--- config.mk ---
export PLATFORM = sky130hd
export DESIGN_NAME = ppr_port_regs
export DESIGN_NICKNAME = d
export VERILOG_FILES = /design/src/ppr_pkg.sv /design/src/ppr_status_sense.sv /design/src/ppr_ctrl_pins.sv /design/src/ppr_port_regs.sv
export SDC_FILE = /design/constraint.sdc
export NUM_CORES = 1
export LEC_CHECK = 0
export BUFFER_PORTS_ARGS = -buffer_cell sky130_fd_sc_hd__buf_2
export CORE_AREA = 2 2 66 75
export CTS_CLUSTER_DIAMETER = 200
export DETAILED_ROUTE_END_ITERATION = 10
export DIE_AREA = 0 0 68 77
export GPL_TIMING_DRIVEN = 0
export PLACE_DENSITY_LB_ADDON = 0.1
export SLEW_MARGIN = 0
export SYNTH_ARGS = -nofsm -noshare
export SYNTH_HDL_FRONTEND = slang
export SYNTH_HIERARCHICAL = 1
export SYNTH_SLANG_ARGS = --single-unit
--- constraint.sdc ---
create_clock -name clk -period 2.4 [get_ports clk]
set_input_delay 0.48 -clock clk [delete_from_list [all_inputs] [get_ports clk]]
set_output_delay 0.48 -clock clk [all_outputs]
set_load 0.02 [all_outputs]
--- src/ppr_pkg.sv ---
// ppr_pkg: constants, types and the address decoder shared by the printer port register block.
// assumes one clock domain; every host and printer pin is synchronous to that clock.
`default_nettype none

package ppr_pkg;

    // register addresses on the two host address bits
    localparam logic [1:0] ADDR_DATA    = 2'h0;
    localparam logic [1:0] ADDR_STATUS  = 2'h1;
    localparam logic [1:0] ADDR_CONTROL = 2'h2;
    localparam logic [1:0] ADDR_INVALID = 2'h3;

    // status register field positions
    localparam int ST_FAULT  = 3;
    localparam int ST_ONLINE = 4;
    localparam int ST_MEDIA  = 5;
    localparam int ST_DONE   = 6;
    localparam int ST_BUSY   = 7;
    localparam logic [7:0] ST_ONES = 8'h07;

    // control register field positions
    localparam int CTL_STROBE = 0;
    localparam int CTL_FEED   = 1;
    localparam int CTL_INIT   = 2;
    localparam int CTL_SELECT = 3;
    localparam int CTL_IRQ_EN = 4;
    localparam logic [7:0] CTL_ONES = 8'hE0;

    // values after reset: data lines low, every control pin at its idle high level, irq pin off
    localparam logic [7:0] DATA_RESET  = 8'h00;
    localparam logic [4:0] CTL_RESET   = 5'h00;
    localparam logic [7:0] READ_IDLE   = 8'h00;

    // which register a host address selects
    typedef enum logic [1:0] {
        PPR_TGT_DATA,
        PPR_TGT_STATUS,
        PPR_TGT_CONTROL,
        PPR_TGT_NONE
    } ppr_target_t;

    // host bus as sampled at a clock edge
    typedef struct packed {
        logic       sel_n;
        logic       rd_n;
        logic       wr_n;
        logic [1:0] addr;
        logic [7:0] wdata;
    } ppr_host_req_t;

    // sensed printer status inputs
    typedef struct packed {
        logic fault_n;
        logic online;
        logic media_out;
        logic ack_n;
        logic busy;
    } ppr_printer_in_t;

    // a committed host write for the control path
    typedef struct packed {
        logic       load;
        logic [4:0] bits;
    } ppr_ctrl_write_t;

    // address decode, used by both the read and the write path
    function automatic ppr_target_t ppr_decode(input logic [1:0] addr, input logic is_write);
        ppr_target_t tgt;
        tgt = PPR_TGT_NONE;
        unique case (addr)
            ADDR_DATA:    tgt = PPR_TGT_DATA;
            ADDR_STATUS:  tgt = is_write ? PPR_TGT_NONE : PPR_TGT_STATUS;
            ADDR_CONTROL: tgt = PPR_TGT_CONTROL;
            ADDR_INVALID: tgt = PPR_TGT_NONE;
        endcase
        return tgt;
    endfunction : ppr_decode

endpackage : ppr_pkg

`default_nettype wire

--- src/ppr_status_sense.sv ---
// ppr_status_sense: assembles the read-only status byte from the printer inputs.
// assumes the inputs are already synchronous; the byte is registered by the read path.
`default_nettype none

module ppr_status_sense (
    input  wire ppr_pkg::ppr_printer_in_t pins,
    output logic [7:0]                    status_byte
);

    // low three bits fixed high; busy is the only inverted input
    assign status_byte = ppr_pkg::ST_ONES
                       | (8'(pins.fault_n)   << ppr_pkg::ST_FAULT)
                       | (8'(pins.online)    << ppr_pkg::ST_ONLINE)
                       | (8'(pins.media_out) << ppr_pkg::ST_MEDIA)
                       | (8'(pins.ack_n)     << ppr_pkg::ST_DONE)
                       | (8'(!pins.busy)     << ppr_pkg::ST_BUSY);

endmodule : ppr_status_sense

`default_nettype wire

--- src/ppr_ctrl_pins.sv ---
// ppr_ctrl_pins: control register flops driving the printer control pins and the irq pin.
// assumes writes arrive as one-cycle load pulses from the host register logic.
`default_nettype none

module ppr_ctrl_pins (
    input  wire logic                     clk,
    input  wire logic                     rst,
    input  wire ppr_pkg::ppr_ctrl_write_t wr,
    input  wire logic                     ack_n,
    output logic                          data_strobe_out_n,
    output logic                          auto_feed_n,
    output logic                          printer_init_n,
    output logic                          select_in_n,
    output logic                          printer_irq,
    output logic                          printer_irq_oe,
    output logic [7:0]                    readback
);

    logic [4:0] ctl;
    logic       irq_level;

    // a set control bit 0 to 3 pulls its pin low, a set bit 4 raises the irq enable; pins come straight from these flops
    always_ff @(posedge clk or posedge rst) begin
        if (rst) begin
            ctl <= ppr_pkg::CTL_RESET;
        end else if (wr.load) begin
            ctl <= wr.bits;
        end
    end

    // irq pin follows the acknowledge pulse, inverted so a done printer raises it
    always_ff @(posedge clk or posedge rst) begin
        if (rst) begin
            irq_level <= 1'h0;
        end else begin
            irq_level <= !ack_n;
        end
    end

    assign data_strobe_out_n = !ctl[ppr_pkg::CTL_STROBE];
    assign auto_feed_n       = !ctl[ppr_pkg::CTL_FEED];
    assign printer_init_n    = !ctl[ppr_pkg::CTL_INIT];
    assign select_in_n       = !ctl[ppr_pkg::CTL_SELECT];
    assign printer_irq       = irq_level;
    assign printer_irq_oe    = ctl[ppr_pkg::CTL_IRQ_EN];

    // read back from the pin levels, not a separate copy; top bits fixed high
    assign readback = ppr_pkg::CTL_ONES
                    | {3'h0, ctl[ppr_pkg::CTL_IRQ_EN], !select_in_n, !printer_init_n,
                       !auto_feed_n, !data_strobe_out_n};

endmodule : ppr_ctrl_pins

`default_nettype wire

--- src/ppr_port_regs.sv ---
// ppr_port_regs: host register block of a printer parallel port with data, status and control registers.
// assumes host strobes, select and address are synchronous to clk and held per the bus timing.
//
// Operation
// - registers respond only while the port select input is held low
// - read returns data at 00, status at 01, control at 10; 11 invalid
// - write loads data at 00 and control at 10; 01 and 11 invalid
// - eight-bit data register drives printer data lines, bit n to line n
// - status register is read-only; its three low bits always read one
// - status bit 3 shows the fault input level, not inverted
// - status bit 4 shows the printer-online input level
// - status bit 5 shows the media-out input level
// - status bit 6 shows the acknowledge input level
// - status bit 7 shows the inverse of the busy input
// - control bit 0 set drives data strobe low, clear drives it high
// - control bit 1 set drives auto-feed low, clear drives it high
// - control bit 2 set drives printer reset low, clear drives it high
// - control bit 3 set drives select-in low, clear drives it high
// - control bit 4 enables the interrupt output pin
// - control bits 5 to 7 always read as one
// - control read returns the present control pin levels
`default_nettype none

module ppr_port_regs #(
    parameter int PORT_W = 8
) (
    input  wire logic              clk,
    input  wire logic              rst,
    // host side
    input  wire logic              parallel_port_select_n,
    input  wire logic [1:0]        host_addr,
    input  wire logic              host_read_strobe_n,
    input  wire logic              host_write_strobe_n,
    input  wire logic [7:0]        host_data_in,
    output logic      [7:0]        host_data_out,
    output logic                   host_data_oe,
    // printer side
    output logic      [PORT_W-1:0] printer_data_out,
    output logic                   data_strobe_out_n,
    output logic                   auto_feed_n,
    output logic                   printer_init_n,
    output logic                   select_in_n,
    output logic                   printer_irq,
    output logic                   printer_irq_oe,
    input  wire logic              printer_fault_n,
    input  wire logic              printer_online,
    input  wire logic              media_out,
    input  wire logic              printer_ack_n,
    input  wire logic              printer_busy
);

    // the register map is byte wide; a wider or narrower port has no meaning here
    if (PORT_W != 8) begin : g_width_check
        $error("ppr_port_regs: PORT_W must be 8");
    end

    typedef enum logic {
        PPR_WR_IDLE,
        PPR_WR_HOLD
    } ppr_wr_state_t;

    ppr_pkg::ppr_host_req_t   req;
    ppr_pkg::ppr_printer_in_t pins_in;
    ppr_pkg::ppr_ctrl_write_t ctrl_wr;
    ppr_pkg::ppr_target_t     rd_target;
    ppr_pkg::ppr_target_t     commit_target;
    ppr_wr_state_t            wr_state;
    ppr_wr_state_t            next_wr_state;
    logic [1:0]               hold_addr;
    logic [7:0]               hold_data;
    logic [PORT_W-1:0]        printer_data;
    logic [7:0]               status_byte;
    logic [7:0]               ctrl_readback;
    logic [7:0]               next_read_data;
    logic [7:0]               read_data;
    logic                     rd_active;
    logic                     wr_active;
    logic                     commit;
    logic                     commit_data;
    logic                     commit_ctrl;

    // bundle the host pins so the decode sees one coherent sample
    assign req.sel_n = parallel_port_select_n;
    assign req.rd_n  = host_read_strobe_n;
    assign req.wr_n  = host_write_strobe_n;
    assign req.addr  = host_addr;
    assign req.wdata = host_data_in;

    assign pins_in.fault_n   = printer_fault_n;
    assign pins_in.online    = printer_online;
    assign pins_in.media_out = media_out;
    assign pins_in.ack_n     = printer_ack_n;
    assign pins_in.busy      = printer_busy;

    // a cycle only counts with select low and exactly one strobe low
    assign rd_active = !req.sel_n && !req.rd_n && req.wr_n;
    assign wr_active = !req.sel_n && !req.wr_n && req.rd_n;

    // write cycle: follow the bus while the strobe is low, commit when it is released,
    // so the value that counts is the one sampled at the last clock edge before the strobe is released
    always_comb begin
        next_wr_state = wr_state;
        unique case (wr_state)
            PPR_WR_IDLE: begin
                if (wr_active) begin
                    next_wr_state = PPR_WR_HOLD;
                end
            end
            PPR_WR_HOLD: begin
                if (!wr_active) begin
                    next_wr_state = PPR_WR_IDLE;
                end
            end
        endcase
    end

    always_ff @(posedge clk or posedge rst) begin
        if (rst) begin
            wr_state <= PPR_WR_IDLE;
        end else begin
            wr_state <= next_wr_state;
        end
    end

    // capture address and data on every cycle of the strobe; the last sample wins
    always_ff @(posedge clk or posedge rst) begin
        if (rst) begin
            hold_addr <= ppr_pkg::ADDR_INVALID;
            hold_data <= ppr_pkg::DATA_RESET;
        end else if (wr_active) begin
            hold_addr <= req.addr;
            hold_data <= req.wdata;
        end
    end

    // one-cycle commit pulse; status and the fourth address decode to no target
    assign commit        = (wr_state == PPR_WR_HOLD) && !wr_active;
    assign commit_target = ppr_pkg::ppr_decode(hold_addr, 1'h1);
    assign commit_data   = commit && (commit_target == ppr_pkg::PPR_TGT_DATA);
    assign commit_ctrl   = commit && (commit_target == ppr_pkg::PPR_TGT_CONTROL);

    assign ctrl_wr.load = commit_ctrl;
    assign ctrl_wr.bits = hold_data[4:0];

    // data register feeds the printer lines directly, bit n to line n
    always_ff @(posedge clk or posedge rst) begin
        if (rst) begin
            printer_data <= ppr_pkg::DATA_RESET;
        end else if (commit_data) begin
            printer_data <= hold_data[PORT_W-1:0];
        end
    end

    assign printer_data_out = printer_data;

    ppr_status_sense u_status (
        .pins        (pins_in),
        .status_byte (status_byte)
    );

    ppr_ctrl_pins u_ctrl (
        .clk               (clk),
        .rst               (rst),
        .wr                (ctrl_wr),
        .ack_n             (printer_ack_n),
        .data_strobe_out_n (data_strobe_out_n),
        .auto_feed_n       (auto_feed_n),
        .printer_init_n    (printer_init_n),
        .select_in_n       (select_in_n),
        .printer_irq       (printer_irq),
        .printer_irq_oe    (printer_irq_oe),
        .readback          (ctrl_readback)
    );

    // read select; an invalid or idle read registers zero so nothing stale leaks out
    assign rd_target = ppr_pkg::ppr_decode(req.addr, 1'h0);
    assign next_read_data =
        !rd_active                              ? ppr_pkg::READ_IDLE :
        (rd_target == ppr_pkg::PPR_TGT_DATA)    ? 8'(printer_data) :
        (rd_target == ppr_pkg::PPR_TGT_STATUS)  ? status_byte :
        (rd_target == ppr_pkg::PPR_TGT_CONTROL) ? ctrl_readback :
                                                  ppr_pkg::READ_IDLE;

    always_ff @(posedge clk or posedge rst) begin
        if (rst) begin
            read_data <= ppr_pkg::READ_IDLE;
        end else begin
            read_data <= next_read_data;
        end
    end

    // the bus is driven only for a valid read; deselect or an invalid address leaves it free
    assign host_data_out = read_data;
    assign host_data_oe  = rd_active && (rd_target != ppr_pkg::PPR_TGT_NONE);

    logic rd_status;
    logic rd_control;
    assign rd_status  = rd_active && (req.addr == ppr_pkg::ADDR_STATUS);
    assign rd_control = rd_active && (req.addr == ppr_pkg::ADDR_CONTROL);
endmodule : ppr_port_regs

`default_nettype wire

Word level (Yosys, flattened, before mapping)
Index checks and enable logic that the tools add are counted.
{"block": "totals", "mem_bits_rw": 0, "input_bits": 20, "elab_cells": 51, "n_memories": 0, "register_bits": 33, "latch_bits": 0, "romBits": 0}
{"block": "op_classes", "bitwise": 4, "eq_ne": 10, "magnitude_cmp": 0, "add_sub_neg": 0, "reduce_logical": 23, "n_mux": 7, "shift": 0, "multipliers": 0, "div": 0}
{"op": "8-bit 2-to-1 mux", "count": 4}
{"op": "2-bit equality test, second input constant", "count": 6}
{"op": "1-bit logical NOT", "count": 10}
{"op": "1-bit logical AND", "count": 8}
{"op": "2-bit logical NOT", "count": 4}
{"op": "8-bit by 7-bit OR with 8-bit output", "count": 1}
{"op": "8-bit OR", "count": 1}
{"op": "2-bit one-hot mux with 4 select lines", "count": 1}
{"op": "2-bit by 1-bit equality test with 1-bit output, second input constant", "count": 3}
{"op": "5-bit by 6-bit OR with 6-bit output", "count": 1}
{"op": "2-bit one-hot mux with 3 select lines", "count": 1}
{"op": "4-bit by 5-bit OR with 5-bit output", "count": 1}
{"op": "2-bit != test, second input constant", "count": 1}
{"op": "2-bit OR reduction", "count": 1}
{"op": "1-bit 2-to-1 mux", "count": 1}

Longest topological paths before layout
Gate-level depths: netlist of run 1.
{"block": "depth", "depth_word": 7, "ltp_mapped": 4, "mapped_depth_nobuf": 3}

By module
Netlist of run 1, hierarchy kept.
{"module": "ppr_port_regs", "area_each_um2": 1199.9, "cells_per_inst": 91, "n_inst": 1}
{"module": "ppr_ctrl_pins", "area_each_um2": 262.8, "cells_per_inst": 22, "n_inst": 1}
{"module": "ppr_status_sense", "area_each_um2": 60.1, "cells_per_inst": 9, "n_inst": 1}

Worst setup path after synthesis of run 1
OpenSTA, ideal clock, no wires.
{"block": "synth_timing", "path_type": "input to register", "start": "in host_read_strobe_n", "end": "reg u_ctrl.ctl[0]", "arrival_time_ns": 1.622, "path_stages": 4, "slack_ns": 0.654, "n_path_buf": 1, "path_cell_list": "nor3b_4 buf_2 nor3_1 mux2_2"}
{"block": "synth_via", "elab_chain_len": 4}
{"item": "from (decl)", "line_no": "ppr_port_regs.sv:32", "rtl": "input wire logic host_read_strobe_n,"}
{"item": "1-bit logical AND", "line_no": "ppr_port_regs.sv:97", "rtl": "assign wr_active = !req.sel_n && !req.wr_n && req.rd_n;"}
{"item": "1-bit logical NOT", "line_no": "ppr_port_regs.sv:137", "rtl": "assign commit = (wr_state == PPR_WR_HOLD) && !wr_active;"}
{"item": "1-bit logical AND", "line_no": "ppr_port_regs.sv:137"}
{"item": "1-bit logical AND", "line_no": "ppr_port_regs.sv:140", "rtl": "assign commit_ctrl = commit && (commit_target == ppr_pkg::PPR_TGT_CONTROL);"}
{"item": "net commit_ctrl", "line_no": "ppr_port_regs.sv:80", "rtl": "logic commit_ctrl;"}
{"item": "to (signal assigned)", "line_no": "ppr_ctrl_pins.sv:25", "rtl": "ctl <= ppr_pkg::CTL_RESET;"}
{"item": "to (signal assigned)", "line_no": "ppr_ctrl_pins.sv:27", "rtl": "ctl <= wr.bits;"}
{"item": "to (decl)", "line_no": "ppr_ctrl_pins.sv:19", "rtl": "logic [4:0] ctl;"}
The timed path passes the listed nets, and every way through them passes these cells.
A chain may end at the register's enable or synchronous reset.

Worst setup path after layout of run 1
{"block": "layout_timing", "start": "in host_read_strobe_n", "end": "reg u_ctrl.ctl[1]"}
Same word-level chain as after synthesis.

==> results of run 1 <==
[metrics by stage]
stage / std cells / area (um^2) / utilization, %
6_report: 228 / 1890 / 42.1
5_1_grt: 228 / 1890 / 42.1
2_1_floorplan: 126 / 1540 / -
3_5_place_dp: 221 / 1800 / 40.2
4_1_cts: 228 / 1890 / 42.1
3_3_place_gp: 221 / 1800 / 40.2
[final cells by class]
cell class / count / area (um^2) / area share (%)
Sequential cell: 33 / 828 / 43.8
Multi-Input combinational cell: 69 / 568 / 30.1
Timing Repair Buffer: 39 / 195 / 10.3
Buffer: 16 / 111 / 5.89
Clock buffer: 7 / 86.3 / 4.57
Tap cell: 56 / 70.1 / 3.71
Inverter: 8 / 30.0 / 1.59
[layout by cell type, fill, tap and decap left out]
cell type and count:
buf_2 41, dfrtp_1 31, mux2_2 15, buf_4 11, nand2_1 10, a21oi_1 9
mux2_4 8, mux2i_1 8, or2_2 8, inv_1 8, clkbuf_8 6, conb_1 6
clkbuf_1 2, dfstp_2 2, nor3b_4 1, or4b_1 1, buf_6 1, nor2b_1 1
buf_1 1, nor2_1 1, nor3_1 1
[report_power, final]
group | switching, mW | total [mW] | internal (mW)
combinational | 0.296 | 0.598 | 0.303
sequential | 0.109 | 0.818 | 0.709
clock | 0.188 | 0.416 | 0.227
total | 0.593 | 1.83 | 1.24
[kinds of logic (layout without fill, tap and decap cells)]
logic type | Yosys count | after routing | share of synthesized area, %
flip-flops | 33 | 33 | 54.4
AND/OR/NAND/NOR | 23 | 23 | 8.63
buffers and inverters | 24 | 70 | 9.28
multiplexers | 31 | 31 | 24.2
AO/OA/AOI/OAI | 9 | 9 | 2.96
other | 2 | 6 | 0.493
[cells in the mapped netlist]
master	number	area, um^2
a21oi_1	9	45.0
buf_1	1	3.75
buf_2	2	10.0
buf_4	11	82.6
buf_6	1	11.3
clkbuf_1	1	3.75
conb_1	2	7.51
dfrtp_1	31	776
dfstp_2	2	52.6
inv_1	8	30.0
mux2_2	15	169
mux2_4	8	120
mux2i_1	8	80.1
nand2_1	10	37.5
nor2_1	1	3.75
nor2b_1	1	6.26
nor3_1	1	5.00
nor3b_4	1	18.8
or2_2	8	50.1
or4b_1	1	10.0
[final timing paths]
path	from	endpoint
min	rst	u_ctrl/ctl[3]$_DFFE_PP0P_
min in group clk	printer_ack_n	u_ctrl/printer_irq$_DFF_PP0_
max reg2reg	hold_addr[1]$_DFFE_PP1P_	u_ctrl/ctl[1]$_DFFE_PP0P_
min reg2reg	hold_data[5]$_DFFE_PP0P_	printer_data_out[5]$_DFFE_PP0P_
max in group asynchronous	rst	hold_data[7]$_DFFE_PP0P_
max	host_read_strobe_n	u_ctrl/ctl[1]$_DFFE_PP0P_
[critical path, stage by stage]
cell,delay (ns)
buf_2,0.10
nor3b_4,0.16
buf_2,0.20
nor3_1,0.70
mux2_2,0.41
[state kept, by name, indices dropped and copies added, names as in the netlist]
| register | count |
|---|---|
| printer_data_out | 8 |
| hold_data | 8 |
| u_ctrl/ctl | 5 |
| hold_addr | 2 |
| host_data_out | 8 |
| wr_state | 1 |
| u_ctrl/printer_irq | 1 |
[routing by layer]
metal  vias to the layer above  track usage [%]  routed length [um]
met2                        33             21.3                1550
li1                        479                -                   -
met1                       466             15.7                1310
met3                         6             4.55                 196
met4                         0             4.20                  46
met5                         -                0                   0
==> run metrics, run 1 <==
worst slack at placement roughly 0.15 ns; Setup crit end kind flop; RSZ-0062 raised after global routing no; maximum VDD drop ~430 uV; Final WS setup 0.505 ns; initial DRC count 49; Mapped Cells 122; crit path launch type input pin; proportion of layout cells with a drive suffix above 1 roughly 54%; Worst Path Arrival 2.06 ns; Finish-stage setup viols 0; worst setup path class input pin to flop; boundary pin count 43; Bufs on Longest Clock Path 2; Hold Slack 0.134 ns; die height 77 um; Reg2Reg Setup Slack roughly 0.65 ns; gr usage total 13.0%; Leak 0.979 nW; # hold bufs at CTS 0; n_diodes 0; DRC Markers 0; HP Class input pin to async pin; Yosys warnings 6; Slew @ Worst Pin ~1.1 ns; Tcrit/Tclk final between 70 and 80%; R2R depth 3; Fillers around 460; initial antenna violation count 0; RePlAce Congestion 0.677; Reg clk slew, reported paths around 0.060 ns; Slew Viols, Final 0; Synth Register Bits 33; post_cts resized 0; CTS H-tree depth 2; Mean Syn Cell Area 12.5 um^2; final WL 3100 um; TritonCTS clock tree built; grt ovf 0; Max Cap Viol 0; vias per cell 4.32; IO Port Bufs 39; worst-path maximum fanout 10; first-pass GRT wire length about 5000 um; power per cell area approximately 970 mW/mm^2; antenna-violating nets left 0; synth unique cells 20; die area 0.00524 mm^2; Inserted Clock Buffers 5; maximum clock rate 528 MHz; clock sinks 33; clock skew 0.00249 ns; core area 0.00449 mm^2; Starting Density 33.9%; nets 192; slew margin rel. between 20 and 30%; Post-Syn Area 0.00152 mm^2; Fin. Hold Viols 0; routed len/inst between 10 and 15 um; DRT Pass-1 Iters 3; Area growth syn-to-layout 24.1%; status finished clean; clock latency on the worst-skew pair 0.28 ns; setup TNS 0 ns; Vias 984; vias in the first global route 1027; post-synthesis sequential area ratio 54.4%; FP Rows 26; largest net degree at the start of global routing 28; CP Data Required Time 2.56 ns; Setup Buffers After CTS 0; Power Total 1.83 mW; clk root buf clkbuf_8; minimum clock period 1.89 ns; Die W roughly 68 um; detailed placement HPWL roughly 2200 um
No activity file was read; power rests on OpenSTA's default activity.
==> run 2: changes to the inputs <==
- ABC_AREA: unset -> 1
- CORE_AREA: 2 2 66 75 -> 2 2 67 76
- DIE_AREA: 0 0 68 77 -> 0 0 69 78
- clock period: 2.4 -> 1.6 ns (I/O delays scaled with it)
==> run metrics, run 2 <==
proportion of layout cells with a drive suffix above 1 30.1%; die height slightly below 80 um; TritonCTS clock tree built; predominant post-synthesis flop cell dfrtp_1; setup TNS 0 ns; Bufs on Longest Clock Path 2; Sw Ratio 32.1%; Synth top area share 49.6%; Synth Register Bits 33; post_cts resized 0; clock power share 28.0%; Post-Route Utilization 42.4%; Fin. Hold Viols 0; Max Cap Viol 0; maximum clock rate 667 MHz; power per cell area 1150 mW/mm^2; worst setup path class input pin to primary output; CP Data Required Time 1.28 ns; clock sinks 33; initial antenna violation count 0; worst-path maximum fanout 9; vias in the first global route 1235; maximum VDD drop 476 uV; Reg clk slew, reported paths ~0.070 ns; P_sw a little over 0.7 mW; Inserted Clock Buffers 5; clock latency on the worst-skew pair 0.28 ns; detailed placement HPWL about 2500 um; Starting Density roughly a third; Worst Path Arrival roughly 1.2 ns; n_diodes 0; Finish-stage setup viols 0; Slew Viols, Final 0; Leak 1.14 nW; antenna-violating nets left 0; number of synthesized flops with an enable pin 0; Mapped Cells ~190; CTS H-tree depth 2; async set-or-reset flop fraction in the synthesized netlist 100%; FP Rows 26; most common cell after layout, fill and taps aside nand2_1; crit path launch type input pin; Setup crit end kind primary output; initial DRC count ~50; DRT Pass-1 Iters 4; core area around 0.0046 mm^2; Slew @ Worst Pin 1.03 ns; sequential share of power 49.1%; nets about 260; routed len/inst 11.5 um; Vias 1257; grt ovf 0; first-pass GRT wire length 5750 um; status finished clean; final WL around 3400 um; RSZ-0062 raised after global routing no; clock skew 0.00562 ns; die area 0.00538 mm^2; fin cells 292; Mean Syn Cell Area 8.37 um^2; top cells by count, synth nand2_1 (73), nand3_1 (32), dfrtp_1 (31); Die W around 69 um; DRC Markers 0; Synth area leader dfrtp_1; HP Class input pin to flop; RePlAce Congestion approximately 0.75; most area-consuming cells after synthesis dfrtp_1 (50%), nand2_1 (18%), nand3_1 (10%); boundary pin count 43; minimum clock period 1.50 ns; Tcrit/Tclk final 93.7%; cell with the most instances after synthesis nand2_1; Post-Syn Area 0.00157 mm^2; largest net degree at the start of global routing 28; Area growth syn-to-layout 23.4%; combinational fraction of design power 22.9%; Power Total 2.23 mW; slew margin rel. 31.5%; most frequent cells in the layout nand2_1 (73), buf_2 (37), nand3_1 (32); placed insts around 280; P_int 1.51 mW; post-synthesis sequential area ratio 52.9%; gr usage total 13.7%; vias per cell around 4.3; clk root buf clkbuf_8; Yosys warnings 6; IO Port Bufs 37; synth unique cells 17
==> run 2: cell count changes after synthesis, moves of 4 or more <==
| cell | delta |
|---|---|
| inv_2 | +4 |
| inv_1 | +9 |
| nand3_1 | +32 |
| mux2i_1 | -8 |
| mux2_4 | -8 |
| mux2_2 | -15 |
| nand2_1 | +63 |
| or2_2 | -8 |
| a21oi_1 | -9 |
==> run 2: repair_timing <==
item | CTS | global route
hold buffers | 1 | 0
buffers inserted | 0 | 0
endpoints found under the setup margin | 0 | 0
endpoints found under the hold margin | 6 | 0
==> run 2: cells by family after synthesis <==
kind of cell           synth area share (%)
other                                 0.480
DFF                                    52.9
buffers and inverters                  12.9
AOI/OAI and AO/OA                      1.12
and+or+nand+nor                        32.5
==> run 2: cell type report <==
cell class	count	area (um^2)
repair buffers	38	195
flip-flops and latches	33	828
inverters	21	78.8
well taps	56	70.1
plain buffers	15	124
fillers	506	2620
multi-input cells	122	549
clock buffers	7	86.3
==> run 2: final timing paths <==
| kind | to | slack [ns] | startpoint | cells past startpoint |
|---|---|---|---|---|
| worst max register to register | u_ctrl/ctl[0]$_DFFE_PP0P_ | 0.30 | hold_addr[1]$_DFFE_PP1P_ | 5 |
| max in group asynchronous | hold_data[5]$_DFFE_PP0P_ | 0.69 | rst | 2 |
| worst min register to register | hold_addr[0]$_DFFE_PP1P_ | 0.47 | hold_addr[0]$_DFFE_PP1P_ | 2 |
| min in group asynchronous | host_data_out[2]$_DFF_PP0_ | 0.28 | rst | 2 |
| worst max-delay path | host_data_oe | 0.10 | host_read_strobe_n | 4 |
| worst min-delay path | u_ctrl/printer_irq$_DFF_PP0_ | 0.19 | printer_ack_n | 2 |
==> run 2: critical path, stage by stage <==
cell     delay (ns)
buf_2          0.13
nor3b_4        0.39
o21a_1         0.18
buf_2          0.15
==> run 2: routing by layer <==
metal	track usage [%]	routed length (um)
met4	6.86	84
met1	16.3	1450
met5	0	0
met2	22.9	1700
met3	3.51	138
==> run 2: per-stage QoR <==
stage	hold WS (ns)	worst slack [ns]	cell area, um^2
floorplan	0.111	0.383	1580
global placement	0.260	0.0893	1840
detailed placement	0.256	0.0772	1840
CTS	0.184	0.0849	1930
global route	0.182	0.0285	1930
finish	0.189	0.101	1930
==> run 2: power groups by stage <==
stage | clock network (mW) | logic, mW | registers (mW)
2_1_floorplan | 0 | 0.282 | 1.15
3_3_place_gp | 0 | 0.512 | 1.11
3_5_place_dp | 0 | 0.517 | 1.11
4_1_cts | 0.649 | 0.520 | 1.10
5_1_grt | 0.688 | 0.573 | 1.11
6_report | 0.624 | 0.510 | 1.09
==> run 3: changes to the inputs <==
- ABC_AREA: 1 -> unset
- CORE_AREA: 2 2 67 76 -> 2 2 66 75
- DIE_AREA: 0 0 69 78 -> 0 0 68 77
- SLEW_MARGIN: 0 -> 10
==> run metrics, run 3 (synthesized netlist as in run 1, its figures left out) <==
boundary pin count between 40 and 50; n_diodes 0; clock sinks 33; Setup crit end kind flop; Slew Viols, Final 0; gr usage total 13.1%; clock latency on the worst-skew pair 0.28 ns; grt ovf 0; Inserted Clock Buffers 5; Tcrit/Tclk final about 94%; Area growth syn-to-layout 25.1%; crit path launch type flop; RePlAce Congestion between 0.6 and 0.7; Fin. Hold Viols 0; clock power share 22.7%; TritonCTS clock tree built; final instance area 0.00190 mm^2; Sw Ratio 32.4%; status finished clean; most common cell after layout, fill and taps aside buf_2; Reg clk slew, reported paths approximately 0.060 ns; Max Cap Viol 0; placed insts 221; proportion of layout cells with a drive suffix above 1 54.3%; first-pass GRT wire length around 5100 um; vias in the first global route 1047; maximum clock rate 666 MHz; Bufs on Longest Clock Path 2; die height 77 um; fin cells 229; worst setup path class flop to flop; Finish-stage setup viols 0; P_sw 0.892 mW; Worst Path Arrival ~1.7 ns; final WL 3120 um; Leak about 0.99 nW; initial antenna violation count 0; HP Class input pin to flop; Starting Density 33.9%; Hold Slack between 0.2 and 0.25 ns; clock skew 0.00249 ns; clk root buf clkbuf_8; DRC Markers 0; routed len/inst around 14 um; nets 193; Slew @ Worst Pin roughly 1.1 ns; combinational fraction of design power about a third; RSZ-0062 raised after global routing no; FP Rows 26; maximum VDD drop 643 uV; Post-DP Area between 0.0015 and 0.002 mm^2; DRT Pass-1 Iters 3; CTS H-tree depth 2; Vias just under 1000; die area 0.00524 mm^2; worst-path maximum fanout 5; antenna-violating nets left 0; largest net degree at the start of global routing 28; CP Data Required Time 1.77 ns; Fillers 461; most frequent cells in the layout buf_2 (41), dfrtp_1 (31), mux2_2 (15); Die W 68 um; P_int 1.86 mW; vias per cell 4.31; slew margin rel. 28.9%; IO Port Bufs 39; sequential share of power 44.6%; core area 0.00449 mm^2; detailed placement HPWL 2200 um; initial DRC count 44; minimum clock period about 1.5 ns; power per cell area between 1000 and 1500 mW/mm^2
-- run 3: changes by cell type in the layout (fill, tap and decap cells not counted), sizes merged, moves of 2 or more --
cell   change
a21oi      +9
nand3     -32
o21ai      -2
mux2      +23
buf        +2
nor2       -3
nand2     -66
or2        +8
inv       -13
mux2i      +8
-- run 3: worst max-delay path, stage by stage, from the launching register on --
cell and delay [ns]:
dfstp_2 0.54, nand2_1 0.06, nor3_2 0.39, mux2_2 0.39
-- run 3: power by group through the flow --
stage | clock, mW | sequential [mW] | combinational [mW]
2_1_floorplan | 0 | 1.36 | 0.495
3_3_place_gp | 0 | 1.23 | 0.896
3_5_place_dp | 0 | 1.25 | 0.909
4_1_cts | 0.644 | 1.23 | 0.913
5_1_grt | 0.691 | 1.27 | 0.969
6_report | 0.624 | 1.23 | 0.900
-- run 3: cell type report --
type / count / area, um^2 / area share [%]
well taps: 56 / 70.1 / 3.68
clock buffers: 7 / 86.3 / 4.53
flip-flops and latches: 33 / 828 / 43.5
multi-input cells: 69 / 573 / 30.1
inverters: 8 / 30.0 / 1.58
repair buffers: 40 / 205 / 10.8
plain buffers: 16 / 111 / 5.85
-- run 3: worst paths after layout --
path	depth (start not counted)	end	slack [ns]	start
worst min register to register	1	printer_data_out[5]$_DFFE_PP0P_	0.51	hold_data[5]$_DFFE_PP0P_
max in group asynchronous	2	hold_data[7]$_DFFE_PP0P_	0.65	rst
worst max register to register	3	u_ctrl/ctl[1]$_DFFE_PP0P_	0.1	hold_addr[1]$_DFFE_PP1P_
min in group asynchronous	2	hold_data[4]$_DFFE_PP0P_	0.31	rst
worst min-delay path	2	u_ctrl/printer_irq$_DFF_PP0_	0.21	printer_ack_n
worst max-delay path	3	u_ctrl/ctl[1]$_DFFE_PP0P_	0.1	hold_addr[1]$_DFFE_PP1P_
-- run 3: per-layer routing --
metal	vias to the layer above	GRT usage [%]	share of wire, %
met5	-	0	0
met4	0	4.20	1.5
met3	6	4.55	6.3
met2	33	21.7	50
met1	467	15.7	42
li1	480	-	-
-- run 3: metrics by stage --
stage / setup WS (ns) / power, mW / TNS (ns) / utilization, %
CTS: 0.0877 / 2.79 / 0 / 42.4
finish: 0.0993 / 2.75 / 0 / 42.4
floorplan: 0.0136 / 1.85 / 0 / -
global placement: -0.435 / 2.13 / -2.59 / 40.2
global route: 0.0281 / 2.93 / 0 / 42.4
detailed placement: -0.495 / 2.16 / -3.01 / 40.2
-- run 3: what timing repair did --
action / 4_1_cts / 5_1_grt
hold buffers: 1 / 0
gates resized for setup: 1 / 0
endpoints found under the setup margin: 5 / 0
endpoints found under the hold margin: 6 / 0
buffers inserted: 0 / 0
